**src/mtc_map.svh**
```systemverilog
// Register map, field positions, defaults and timing for the chart and I/O config block.
// Assumes inclusion by bare name from the package and the top module.
`ifndef MTC_MAP_SVH
`define MTC_MAP_SVH

// Clock and handshake timing
`define MTC_CLK_MHZ 200
`define MTC_DONE_PULSE_NS 500

// Register byte offsets (low address byte)
`define MTC_OFF_CTRL 8'h00
`define MTC_OFF_SPAN 8'h04
`define MTC_OFF_OFFSET 8'h08
`define MTC_OFF_IOCFG 8'h0c
`define MTC_OFF_STATUS 8'h10
`define MTC_OFF_READING 8'h14

// Control fields
`define MTC_CTRL_CHART_EN 0
`define MTC_CTRL_TRIG_EXT 1
`define MTC_CTRL_CHART_NULL 2

// Interface configuration fields
`define MTC_IO_IFACE 0
`define MTC_IO_ADDR_LSB 1
`define MTC_IO_ADDR_MSB 5
`define MTC_IO_BAUD_LSB 6
`define MTC_IO_BAUD_MSB 8
`define MTC_IO_PAR_LSB 9
`define MTC_IO_PAR_MSB 10
`define MTC_IO_LANG 11

// Status fields
`define MTC_ST_VAL_MSB 15
`define MTC_ST_BUSY 16
`define MTC_ST_SPAN_REJ 17
`define MTC_ST_TALK_ONLY 18

// Values
`define MTC_SPAN_SIGN 31
`define MTC_ADDR_DEF 5'h16
`define MTC_ADDR_TALK 5'h1f
`define MTC_BAUD_MAX 3'h5
`define MTC_PAR_ILLEGAL 2'h3
`define MTC_BITS_NOPAR 4'h8
`define MTC_BITS_PAR 4'h7
`define MTC_CHART_LIM_MV 3000
`define MTC_MV_PER_V 1000

`endif

```
**src/mtc_pkg.sv**
```systemverilog
// Types shared by the chart and I/O config block.
// Assumes mtc_map.svh is on the include path.
`include "mtc_map.svh"

package mtc_pkg;
	typedef enum logic {MTC_IF_GPIB, MTC_IF_RS232} mtc_iface_t;
	typedef enum logic [1:0] {MTC_PAR_NONE, MTC_PAR_EVEN, MTC_PAR_ODD} mtc_parity_t;
	typedef enum logic {MTC_LANG_SCPI, MTC_LANG_LEGACY} mtc_lang_t;
	typedef enum logic [2:0] {MTC_B300, MTC_B600, MTC_B1200, MTC_B2400, MTC_B4800, MTC_B9600} mtc_baud_t;
	typedef enum logic [1:0] {MTC_ST_IDLE, MTC_ST_DIV, MTC_ST_WRAP} mtc_state_t;

	// Settings kept in non-volatile storage
	typedef struct packed {
		logic chart_en;
		logic [31:0] span;
		logic [31:0] offset;
		mtc_iface_t iface;
		logic [4:0] addr;
		mtc_baud_t baud;
		mtc_parity_t parity;
		mtc_lang_t lang;
	} mtc_nv_t;

	// Power-up banner for the display
	typedef struct packed {
		logic show;
		logic is_serial;
		logic [4:0] addr;
	} mtc_banner_t;

	localparam mtc_nv_t MTC_NV_FACTORY = '{chart_en: 1'b0, span: 32'h0000_0001, offset: 32'h0,
		iface: MTC_IF_GPIB, addr: `MTC_ADDR_DEF, baud: MTC_B9600, parity: MTC_PAR_EVEN,
		lang: MTC_LANG_SCPI};
endpackage

```
**src/mtc_chart_io.sv**
```systemverilog
// Chart output engine, rear-panel trigger handshake and remote interface settings.
// Assumes an AHB-Lite master on hclk, readings from the measurement core and an
// external non-volatile store that restores and saves the settings image.
`timescale 1ns/1ps
`default_nettype none
`include "mtc_map.svh"

// How it works
// Low pulse on each finished measurement; all readings during one pulse share a single next pulse
// External trigger starts measurement only if selected
// Chart value is (reading minus offset) over span
// Chart value stays within minus/plus three volts
// Chart disabled commands zero volts
// Negative span writes are refused
// Chart enable, span, offset are non-volatile
// Overrange wraps to opposite limit
// Chart null loads displayed reading into offset
// Exactly one interface, GPIB by default
// I/O settings survive power loss, remote reset
// Interface and address set only locally
// Address zero to thirty-one, default twenty-two
// Address thirty-one means talk-only
// Serial talk-only sends readings in local
// Six baud rates, default 9600
// No parity eight bits, else seven
// Default even parity, seven bits
// SCPI default; legacy refused on serial
// Power-up shows address or serial name
// Trigger synchronised, one per falling edge
module mtc_chart_io (
	input wire logic hclk,
	input wire logic hresetn,
	input wire logic hsel,
	input wire logic [31:0] haddr,
	input wire logic [1:0] htrans,
	input wire logic hwrite,
	input wire logic [2:0] hsize,
	input wire logic [31:0] hwdata,
	input wire logic hready,
	output logic hreadyout,
	output logic [31:0] hrdata,
	output logic hresp,
	input wire logic reading_valid,
	input wire logic [31:0] reading,
	input wire logic ext_trig_n,
	output logic meas_trigger,
	output logic measurement_done_pulse_n,
	output logic signed [15:0] chart_mv,
	input wire logic panel_local,
	input wire logic local_mode,
	input wire logic remote_reset,
	input wire logic nv_restore_valid,
	input wire mtc_pkg::mtc_nv_t nv_restore,
	output mtc_pkg::mtc_nv_t nv_image,
	output logic nv_commit,
	output logic gpib_en,
	output logic rs232_en,
	output logic talk_only,
	output logic serial_talk_tx,
	output logic [3:0] data_bits,
	output mtc_pkg::mtc_banner_t banner
);
	import mtc_pkg::*;

	localparam int unsigned DONE_CYC = (`MTC_DONE_PULSE_NS * `MTC_CLK_MHZ + 999) / 1000;
	localparam int unsigned DCNT_W = $clog2(DONE_CYC + 1);
	localparam int unsigned NUM_W = 44;
	localparam int unsigned QW = 46;
	localparam logic [QW-1:0] LIM = QW'(`MTC_CHART_LIM_MV);
	localparam logic [QW-1:0] WRAP_W = QW'(2 * `MTC_CHART_LIM_MV + 1);

	// Bus state
	logic wr_pend_reg, wr_pend_next;
	logic [7:0] wr_addr_reg, wr_addr_next;
	logic [31:0] hrdata_reg, hrdata_next;
	logic accept, wr_en;
	logic [31:0] rd_mux;

	// Settings state
	mtc_nv_t nv_reg, nv_next;
	logic trig_ext_reg, trig_ext_next;
	logic span_rej_reg, span_rej_next;
	logic commit_reg, commit_next;
	logic gpib_reg, gpib_next;
	logic rs_reg, rs_next;
	logic talk_reg, talk_next;
	logic stx_reg, stx_next;
	logic [3:0] bits_reg, bits_next;
	logic boot_reg, boot_next;
	logic rest_dly_reg, rest_dly_next;
	mtc_banner_t banner_reg, banner_next;

	// Chart engine state
	mtc_state_t state_reg, state_next;
	logic [NUM_W-1:0] num_reg, num_next;
	logic [NUM_W-1:0] quot_reg, quot_next;
	logic [32:0] rem_reg, rem_next;
	logic [5:0] cnt_reg, cnt_next;
	logic neg_reg, neg_next;
	logic [15:0] calc_reg, calc_next;
	logic [15:0] chart_reg, chart_next;
	logic [31:0] last_rd_reg, last_rd_next;

	// Handshake state
	logic s1_reg, s2_reg, s3_reg;
	logic trig_reg, trig_next;
	logic [DCNT_W-1:0] dcnt_reg, dcnt_next;
	logic dpend_reg, dpend_next;
	logic done_n_reg, done_n_next;

	// Read mux, decoded in the address phase so data is ready in the data phase
	always_comb begin
		rd_mux = 32'h0;
		if (haddr[31:8] == 24'h0) begin
			unique case (haddr[7:0])
				`MTC_OFF_CTRL: begin
					rd_mux[`MTC_CTRL_CHART_EN] = nv_reg.chart_en;
					rd_mux[`MTC_CTRL_TRIG_EXT] = trig_ext_reg;
				end
				`MTC_OFF_SPAN: rd_mux = nv_reg.span;
				`MTC_OFF_OFFSET: rd_mux = nv_reg.offset;
				`MTC_OFF_IOCFG: begin
					rd_mux[`MTC_IO_IFACE] = nv_reg.iface;
					rd_mux[`MTC_IO_ADDR_MSB:`MTC_IO_ADDR_LSB] = nv_reg.addr;
					rd_mux[`MTC_IO_BAUD_MSB:`MTC_IO_BAUD_LSB] = nv_reg.baud;
					rd_mux[`MTC_IO_PAR_MSB:`MTC_IO_PAR_LSB] = nv_reg.parity;
					rd_mux[`MTC_IO_LANG] = nv_reg.lang;
				end
				`MTC_OFF_STATUS: begin
					rd_mux[`MTC_ST_VAL_MSB:0] = chart_reg;
					rd_mux[`MTC_ST_BUSY] = (state_reg != MTC_ST_IDLE);
					rd_mux[`MTC_ST_SPAN_REJ] = span_rej_reg;
					rd_mux[`MTC_ST_TALK_ONLY] = talk_reg;
				end
				`MTC_OFF_READING: rd_mux = last_rd_reg;
				default: rd_mux = 32'h0;
			endcase
		end
	end

	// Bus slave: zero wait states, writes land in the data phase
	always_comb begin
		accept = hsel & hready & htrans[1];
		wr_pend_next = accept & hwrite;
		wr_addr_next = accept ? haddr[7:0] : wr_addr_reg;
		if (accept && (haddr[31:8] != 24'h0)) begin
			wr_addr_next = 8'hff; // Unmapped: writes dropped
		end
		hrdata_next = (accept & ~hwrite) ? rd_mux : hrdata_reg;
		wr_en = wr_pend_reg;
	end

	always_ff @(posedge hclk or negedge hresetn) begin
		if (!hresetn) begin
			wr_pend_reg <= 1'b0;
			wr_addr_reg <= 8'h0;
			hrdata_reg <= 32'h0;
			hreadyout <= 1'b0;
		end else begin
			wr_pend_reg <= wr_pend_next;
			wr_addr_reg <= wr_addr_next;
			hrdata_reg <= hrdata_next;
			hreadyout <= 1'b1;
		end
	end

	// Settings update; remote reset touches only volatile trigger source
	always_comb begin
		nv_next = nv_reg;
		trig_ext_next = trig_ext_reg;
		span_rej_next = span_rej_reg;
		if (nv_restore_valid) begin
			nv_next = nv_restore;
		end else if (wr_en) begin
			unique case (wr_addr_reg)
				`MTC_OFF_CTRL: begin
					nv_next.chart_en = hwdata[`MTC_CTRL_CHART_EN];
					trig_ext_next = hwdata[`MTC_CTRL_TRIG_EXT];
					if (hwdata[`MTC_CTRL_CHART_NULL]) begin
						nv_next.offset = last_rd_reg;
					end
				end
				`MTC_OFF_SPAN: begin
					if (hwdata[`MTC_SPAN_SIGN]) begin
						span_rej_next = 1'b1;
					end else begin
						nv_next.span = hwdata;
					end
				end
				`MTC_OFF_OFFSET: nv_next.offset = hwdata;
				`MTC_OFF_IOCFG: begin
					if (panel_local) begin
						nv_next.iface = mtc_iface_t'(hwdata[`MTC_IO_IFACE]);
						nv_next.addr = hwdata[`MTC_IO_ADDR_MSB:`MTC_IO_ADDR_LSB];
					end
					if (hwdata[`MTC_IO_BAUD_MSB:`MTC_IO_BAUD_LSB] <= `MTC_BAUD_MAX) begin
						nv_next.baud = mtc_baud_t'(hwdata[`MTC_IO_BAUD_MSB:`MTC_IO_BAUD_LSB]);
					end
					if (hwdata[`MTC_IO_PAR_MSB:`MTC_IO_PAR_LSB] != `MTC_PAR_ILLEGAL) begin
						nv_next.parity = mtc_parity_t'(hwdata[`MTC_IO_PAR_MSB:`MTC_IO_PAR_LSB]);
					end
					nv_next.lang = mtc_lang_t'(hwdata[`MTC_IO_LANG]);
				end
				`MTC_OFF_STATUS: begin
					if (hwdata[`MTC_ST_SPAN_REJ]) begin
						span_rej_next = 1'b0;
					end
				end
				default: nv_next = nv_reg;
			endcase
		end
		// Legacy language never coexists with the serial port
		if (nv_next.iface == MTC_IF_RS232) begin
			nv_next.lang = MTC_LANG_SCPI;
		end
		if (remote_reset) begin
			trig_ext_next = 1'b0;
		end
		commit_next = !nv_restore_valid && (nv_next != nv_reg);
		gpib_next = (nv_next.iface == MTC_IF_GPIB);
		rs_next = (nv_next.iface == MTC_IF_RS232);
		talk_next = (nv_next.addr == `MTC_ADDR_TALK);
		stx_next = rs_next & talk_next & local_mode;
		bits_next = (nv_next.parity == MTC_PAR_NONE) ? `MTC_BITS_NOPAR : `MTC_BITS_PAR;
		boot_next = 1'b0;
		rest_dly_next = nv_restore_valid;
		banner_next.show = boot_reg | rest_dly_reg;
		banner_next.is_serial = (nv_reg.iface == MTC_IF_RS232);
		banner_next.addr = nv_reg.addr;
	end

	// Factory image at reset; the store restores after release
	always_ff @(posedge hclk or negedge hresetn) begin
		if (!hresetn) begin
			nv_reg <= MTC_NV_FACTORY;
			trig_ext_reg <= 1'b0;
			span_rej_reg <= 1'b0;
			commit_reg <= 1'b0;
			gpib_reg <= 1'b1;
			rs_reg <= 1'b0;
			talk_reg <= 1'b0;
			stx_reg <= 1'b0;
			bits_reg <= `MTC_BITS_PAR;
			boot_reg <= 1'b1;
			rest_dly_reg <= 1'b0;
			banner_reg <= '0;
		end else begin
			nv_reg <= nv_next;
			trig_ext_reg <= trig_ext_next;
			span_rej_reg <= span_rej_next;
			commit_reg <= commit_next;
			gpib_reg <= gpib_next;
			rs_reg <= rs_next;
			talk_reg <= talk_next;
			stx_reg <= stx_next;
			bits_reg <= bits_next;
			boot_reg <= boot_next;
			rest_dly_reg <= rest_dly_next;
			banner_reg <= banner_next;
		end
	end

	// Chart engine: serial divide, then wrap into the output window
	// Serial divide trades 44 cycles of latency for one subtractor
	always_comb begin
		logic [32:0] diff;
		logic [32:0] mag;
		logic [32:0] rsh;
		logic [QW-1:0] qs, t, tu, m, r, v;
		diff = 33'h0;
		mag = 33'h0;
		rsh = 33'h0;
		qs = '0;
		t = '0;
		tu = '0;
		m = '0;
		r = '0;
		v = '0;
		state_next = state_reg;
		num_next = num_reg;
		quot_next = quot_reg;
		rem_next = rem_reg;
		cnt_next = cnt_reg;
		neg_next = neg_reg;
		calc_next = calc_reg;
		last_rd_next = reading_valid ? reading : last_rd_reg;
		unique case (state_reg)
			MTC_ST_IDLE: begin
				if (reading_valid) begin
					diff = {reading[31], reading} - {nv_reg.offset[31], nv_reg.offset};
					neg_next = diff[32];
					mag = diff[32] ? (~diff + 33'h1) : diff;
					num_next = NUM_W'({11'h0, mag} * NUM_W'(`MTC_MV_PER_V));
					rem_next = 33'h0;
					quot_next = '0;
					cnt_next = 6'(NUM_W - 1);
					if (nv_reg.span == 32'h0) begin
						calc_next = 16'h0; // Zero span has no meaning: park at 0 V
					end else begin
						state_next = MTC_ST_DIV;
					end
				end
			end
			MTC_ST_DIV: begin
				rsh = {rem_reg[31:0], num_reg[NUM_W-1]};
				num_next = {num_reg[NUM_W-2:0], 1'b0};
				if (rsh >= {1'b0, nv_reg.span}) begin
					rem_next = rsh - {1'b0, nv_reg.span};
					quot_next = {quot_reg[NUM_W-2:0], 1'b1};
				end else begin
					rem_next = rsh;
					quot_next = {quot_reg[NUM_W-2:0], 1'b0};
				end
				cnt_next = cnt_reg - 6'h1;
				if (cnt_reg == 6'h0) begin
					state_next = MTC_ST_WRAP;
				end
			end
			MTC_ST_WRAP: begin
				qs = neg_reg ? (~{2'b00, quot_reg} + QW'(1)) : {2'b00, quot_reg};
				t = qs + LIM;
				tu = t[QW-1] ? ~t : t;
				m = tu % WRAP_W;
				r = t[QW-1] ? (WRAP_W - QW'(1) - m) : m;
				v = r - LIM;
				calc_next = v[15:0];
				state_next = MTC_ST_IDLE;
			end
			default: state_next = MTC_ST_IDLE;
		endcase
		chart_next = nv_reg.chart_en ? calc_reg : 16'h0;
	end

	always_ff @(posedge hclk or negedge hresetn) begin
		if (!hresetn) begin
			state_reg <= MTC_ST_IDLE;
			num_reg <= '0;
			quot_reg <= '0;
			rem_reg <= 33'h0;
			cnt_reg <= 6'h0;
			neg_reg <= 1'b0;
			calc_reg <= 16'h0;
			chart_reg <= 16'h0;
			last_rd_reg <= 32'h0;
		end else begin
			state_reg <= state_next;
			num_reg <= num_next;
			quot_reg <= quot_next;
			rem_reg <= rem_next;
			cnt_reg <= cnt_next;
			neg_reg <= neg_next;
			calc_reg <= calc_next;
			chart_reg <= chart_next;
			last_rd_reg <= last_rd_next;
		end
	end

	// Trigger edge and done pulse; one pending done keeps back-to-back readings apart
	always_comb begin
		trig_next = s3_reg & ~s2_reg & trig_ext_reg;
		dcnt_next = dcnt_reg;
		dpend_next = dpend_reg;
		if (dcnt_reg != '0) begin
			dcnt_next = dcnt_reg - DCNT_W'(1);
			dpend_next = dpend_reg | reading_valid;
		end else if ((reading_valid | dpend_reg) & done_n_reg) begin
			dcnt_next = DCNT_W'(DONE_CYC);
			dpend_next = 1'b0;
		end else begin
			dpend_next = dpend_reg | reading_valid;
		end
		done_n_next = (dcnt_next == '0);
	end

	always_ff @(posedge hclk or negedge hresetn) begin
		if (!hresetn) begin
			s1_reg <= 1'b1;
			s2_reg <= 1'b1;
			s3_reg <= 1'b1;
			trig_reg <= 1'b0;
			dcnt_reg <= '0;
			dpend_reg <= 1'b0;
			done_n_reg <= 1'b1;
		end else begin
			s1_reg <= ext_trig_n;
			s2_reg <= s1_reg;
			s3_reg <= s2_reg;
			trig_reg <= trig_next;
			dcnt_reg <= dcnt_next;
			dpend_reg <= dpend_next;
			done_n_reg <= done_n_next;
		end
	end

	// Outputs, all from flip-flops except the tied-off hresp
	assign hrdata = hrdata_reg;
	assign hresp = 1'b0; // Always OKAY
	assign meas_trigger = trig_reg;
	assign measurement_done_pulse_n = done_n_reg;
	assign chart_mv = chart_reg;
	assign nv_image = nv_reg;
	assign nv_commit = commit_reg;
	assign gpib_en = gpib_reg;
	assign rs232_en = rs_reg;
	assign talk_only = talk_reg;
	assign serial_talk_tx = stx_reg;
	assign data_bits = bits_reg;
	assign banner = banner_reg;
endmodule
`default_nettype wire

```
**config.mk**
```make
export PLATFORM = sky130hd
export DESIGN_NAME = mtc_chart_io
export DESIGN_NICKNAME = d
export VERILOG_FILES = /design/src/mtc_pkg.sv /design/src/mtc_chart_io.sv
export VERILOG_INCLUDE_DIRS = /design/src /design/src/src
export SDC_FILE = /design/constraint.sdc
export NUM_CORES = 2
export LEC_CHECK = 0
export BUFFER_PORTS_ARGS = -buffer_cell sky130_fd_sc_hd__buf_2
export CORE_AREA = 2 2 408 410
export DETAILED_ROUTE_END_ITERATION = 6
export DIE_AREA = 0 0 410 412
export GPL_ROUTABILITY_DRIVEN = 0
export PLACE_DENSITY = 0.52
export SETUP_SLACK_MARGIN = 0.15
export SYNTH_ARGS = -nofsm -noshare
export SYNTH_HDL_FRONTEND = slang
export SYNTH_SLANG_ARGS = --single-unit
```
**constraint.sdc**
```tcl
create_clock -name hclk -period 44.4 [get_ports hclk]
set_input_delay 8.88 -clock hclk [delete_from_list [all_inputs] [get_ports hclk]]
set_output_delay 8.88 -clock hclk [all_outputs]
set_load 0.05 [all_outputs]
```
; ---- Word level (Yosys, flattened, before mapping)
; Cells that the tools add are included.
[op_classes]
addsub = 9
mul = 1
n_div = 1
n_lt_le_gt_ge = 2
n_eq_ne = 21
muxes = 53
bitwise_logic = 18
n_reduce_logical = 26
[ops]
columns = operator, n
row1 = 32-bit two-way mux, 6
row2 = 44-bit one-hot mux with 2 select lines, 2
row3 = 77-bit two-way mux, 2
row4 = 32-bit one-hot mux with 2 select lines, 2
row5 = 46-bit two-way mux, 2
row6 = 44-bit two-way mux, 2
row7 = 77-bit inequality test, 1
row8 = 16-bit two-way mux, 4
row9 = 10-bit one-hot mux with 5 select lines, 1
row10 = "46-bit by 1-bit adder with 46-bit output, second input constant", 1
row11 = "46-bit by 12-bit adder with 46-bit output, second input constant", 1
row12 = "46-bit by 13-bit modulo with 46-bit output, second input constant", 1
row13 = 44-bit NOT with 46-bit output, 1
row14 = 46-bit NOT, 1
row15 = "33-bit by 7-bit multiplier with 40-bit output, second input constant", 1
row16 = 13-bit one-hot mux with 3 select lines, 1
row17 = "33-bit by 1-bit adder with 33-bit output, second input constant", 1
row18 = 33-bit by 32-bit greater-or-equal comparator with 1-bit output, 1
row19 = 33-bit two-way mux, 1
row20 = 33-bit NOT, 1
row21 = 32-bit by 32-bit subtractor with 33-bit output, 1
row22 = "8-bit by 4-bit equality test with 1-bit output, second input constant", 4
row23 = 32-bit zero test, 1
row24 = 16-bit one-hot mux with 2 select lines, 1
row25 = other kinds (41), 91
[totals]
register_bits = 344
inputBits = 189
out_inout_bits = 145
elab_cells = 171

; ---- Longest topological paths before layout
[logic_depth]
depth_word = 11
depth_mapped = 173
mapped_depth_nobuf = 141

; ---- Least setup slack after synthesis
; OpenSTA, ideal clock, no wires.
[synth_path]
kind = register to register
startpoint = reg quot_reg[0]
endpoint = reg calc_reg[15]
setup_ns = 0.121
arrival_time_ns = 36.409
required_ns = 44.279
path_slack_ns = 7.870
stages_incl_launch_ff = 148
path_buffers = 12
synth_period_minus_slack_ns = 36.530
path_cell_list = dfrtp_1 clkbuf_2 inv_1 ha_1 or3b_2 o41ai_1 xor2_1 a2111oi_4 o211ai_2 or3_1 buf_6 nor4_4 xnor2_1 o41a_1 a311o_1 buf_6 and2_4 buf_6 [... 112 more ...] a22oi_2 xor2_2 nor3b_1 nand3_1 o31a_1 buf_6 mux2_2 ha_1 inv_1 a221o_1 nor2_1 xnor2_1 ha_1 a21oi_1 o21ai_1 a221oi_2 xnor2_1 a22o_1
[synth_via]
elab_chain_len = 11
[synth_rtl]
columns = element, line_no
row1 = start: declaration, mtc_chart_io.sv:96  ; logic [NUM_W-1:0] quot_reg, quot_next;
row2 = start signal: assignment, mtc_chart_io.sv:348  ; quot_reg <= quot_next;
row3 = 44-bit NOT with 46-bit output, mtc_chart_io.sv:320  ; qs = neg_reg ? (~{2'b00, quot_reg} + QW'(1)) : {2'b00, quot_reg};
row4 = 46-bit by 1-bit adder with 46-bit output, mtc_chart_io.sv:320
row5 = 46-bit two-way mux (*), mtc_chart_io.sv:320
row6 = 46-bit by 12-bit adder with 46-bit output (*), mtc_chart_io.sv:321  ; t = qs + LIM;
row7 = 46-bit NOT, mtc_chart_io.sv:322  ; tu = t[QW-1] ? ~t : t;
row8 = 46-bit two-way mux, mtc_chart_io.sv:322
row9 = 46-bit by 13-bit modulo with 46-bit output, mtc_chart_io.sv:323  ; m = tu % WRAP_W;
row10 = 13-bit by 16-bit subtractor with 16-bit output, mtc_chart_io.sv:324  ; r = t[QW-1] ? (WRAP_W - QW'(1) - m) : m;
row11 = 16-bit two-way mux (*), mtc_chart_io.sv:324
row12 = 16-bit by 12-bit subtractor with 16-bit output (*), mtc_chart_io.sv:325  ; v = r - LIM;
row13 = 16-bit one-hot mux with 2 select lines (*), mtc_chart_io.sv:287  ; unique case (state_reg)
row14 = end signal: assignment, mtc_chart_io.sv:352  ; calc_reg <= calc_next;
row15 = end: declaration, mtc_chart_io.sv:100  ; logic [15:0] calc_reg, calc_next;
; Every way passes the cells marked *; elsewhere a longest branch is shown, timed or not.
; A chain may end at the register's enable or synchronous reset.

; ---- Worst setup path in the final report
; Same ends and word-level chain as after synthesis.

==> impl_metrics.json <==
{
  "status": "finished, violations left",
  "violations": "design-rule violations",
  "tns_ps": 0,
  "cp_common_cell": "buf_4",
  "drt_wl_total_um": 174000,
  "final.period_utilization": 0.937,
  "r2r_cells": 139,
  "synth_edf_count": 0,
  "place_hpwl_um": 138000,
  "seq_area_frac_synth": 0.173,
  "hold_violations": 0,
  "drt-wirelength-per-cell_um": 20.0,
  "grt_overflow": 0,
  "slowest_delay_ps": 660,
  "final_util": 0.349,
  "multi_input_area_um2": 37900,
  "worstSetupEndpointType": "flop",
  "synthDistinctLibCells": 203,
  "vias": 48400,
  "critPathSlowestCell": "or4_1",
  "setup_violations": 0,
  "largest_reg_flops": 76,
  "drt_first_pass_iters": 7,
  "synth_seq_cells": 339,
  "pre_cts_slack_ps": 825,
  "drt-vias-per-instance": 5.55,
  "die-area_um2": 169000,
  "min_from": "s1_reg$_DFF_PN1_",
  "grt_start_max_net_pins": 86,
  "htree_levels": 2,
  "fmax_mhz": 24.0,
  "cts_buffers": 46,
  "io_pins": 334,
  "yosysWarningCount": 0,
  "final_common_cell": "buf_4",
  "async_reset_ff_frac": 1.00,
  "fin_skew_ps": 38.9,
  "die_h_um": 412,
  "drtAntennaViolNets": 0,
  "drc": 21,
  "drive_above_1_share": 0.243,
  "worstSetupPathType": "flop to flop",
  "synth_top_area_frac": 0.166,
  "fill_cells": 17100,
  "fin_nets": 6954,
  "core_um2": 164000,
  "reg2reg_slack_ps": 2810,
  "period_needed_ps": 41590,
  "cp.arrival_ps": 42140,
  "min_path_type": "flop to flop",
  "syn_area_per_cell_um2": 8.35,
  "syn-cell-area_um2": 49100,
  "holdPathEnd": "s2_reg$_DFF_PN1_",
  "cts_sinks": 339,
  "tritoncts": "built",
  "max_slew_margin": 0.244,
  "mostFrequentLayoutCells": "buf_4, nand2_1, xnor2_1, nor2_1, o21ai_0",
  "layout_setup_ws_ps": 2810,
  "cp.required_ps": 44940,
  "startpoint_type": "flop",
  "hold_path_depth": 0,
  "start_util": 0.299,
  "area_growth_pct": 16.9,
  "drtIter0Drc": 4254,
  "drv_cap": 0,
  "seqCellArea_um2": 8500,
  "cts_root_buf": "clkbuf_16",
  "r2r_start": "quot_reg[0]$_DFFE_PN0P_",
  "synth_cells": 5877,
  "track_usage": 0.198,
  "port_buffers": 328,
  "synth_top_area_cell": "dfrtp_1",
  "synth_area_leaders": "dfrtp_1, xnor2_1, fa_1, ha_1, nand2_1",
  "clkTransAtPathRegs_ps": 60,
  "crit_fanout": 18,
  "drv_slew": 0,
  "rows": 149,
  "insertion_delay_ps": 660,
  "r2r-end": "calc_reg[15]$_DFFE_PN0P_",
  "grt_antenna_before_repair": 14,
  "synth-main-ff-cell": "dfrtp_1",
  "grt_pass1_wl_um": 271000,
  "worst_slew_pin_slew_ps": 1130,
  "rsz0062_at_grt": "no",
  "clockBufferDepth": 3,
  "grt_pass1_vias": 46100,
  "die_w_um": 410
}
logic make-up after synthesis:
kind of cell / count (synthesis) / share of synthesized area
flops: 339 / 0.173
buf+inv: 579 / 0.0587
simple gates: 1873 / 0.204
other cells: 2 / 0.000153
fa+ha+maj: 311 / 0.0973
xor+xnor: 624 / 0.118
mux: 225 / 0.0494
compound gates: 1924 / 0.300
stage by stage:
step                      cells  hold slack, ps  area, µm²
final                      8715             356      57400
after global routing       8711             361      57300
after CTS                  8692             361      57100
after detailed placement   8607             354      55500
after global placement     8607             350      55500
after floorplan            5878             345      49100
worst max-delay path: cells and delay by family (launching register included):
family	cells	cell delay, ps
xor gates and xnor gates	9	2220
AOI/OAI and AO/OA	70	21650
muxes	4	1410
buffers and inverters	9	1570
and+or+nand+nor	45	13330
DFF	1	490
adders and majority gates	2	640
metal layers:
metal,vias up,global-route usage,part of all wire
li1,23100,-,-
met1,23600,0.277,0.46
met2,1483,0.313,0.45
met3,238,0.0357,0.068
met4,3,0.0464,0.023
met5,-,0.00537,0.00068
cell usage after synthesis, types with 64 or more instances:
library cell	instances
nand4_1	81
a31oi_1	66
xnor2_1	445
nand3_1	113
nor3_1	161
a21oi_1	307
ha_1	163
nand2_1	480
fa_1	125
mux2_2	88
a22oi_1	98
xor2_1	144
nor4_1	89
o21bai_1	64
clkbuf_1	141
a21o_1	91
inv_1	304
nor2_1	383
and2_1	69
o21ai_0	355
mux2i_1	124
dfrtp_1	325
final cells by class:
cell class                 instances  share of cell area
multi-input combinational       4961               0.661
sequential                       339               0.148
timing repair buffer             817              0.0935
tap                             2189              0.0478
clock buffer                      59              0.0218
inverter                         312              0.0205
clock inverter                    26             0.00633
antenna                           12            0.000524
how the worst max path moves through the flow:
stage                     cells after the start  slack (ps)                     from                  endpoint
after detailed placement                    134         830  quot_reg[0]$_DFFE_PN0P_  calc_reg[15]$_DFFE_PN0P_
after global routing                        140          80  quot_reg[0]$_DFFE_PN0P_  calc_reg[13]$_DFFE_PN0P_
after floorplan                             147        7870  quot_reg[0]$_DFFE_PN0P_  calc_reg[15]$_DFFE_PN0P_
after CTS                                   135         600  quot_reg[0]$_DFFE_PN0P_  calc_reg[15]$_DFFE_PN0P_
final                                       139        2810  quot_reg[0]$_DFFE_PN0P_  calc_reg[15]$_DFFE_PN0P_
after global placement                      138        1190  quot_reg[0]$_DFFE_PN0P_  calc_reg[15]$_DFFE_PN0P_
repair_timing:
action	in CTS	in global routing
hold endpoints to repair	0	0
endpoints found under the setup margin	0	16
gates resized for setup	0	30
hold buffers	0	0
buffers inserted	0	10
Power is not shown: default switching activity piles up to over one toggle a cycle in this logic, so the estimate is an artifact.
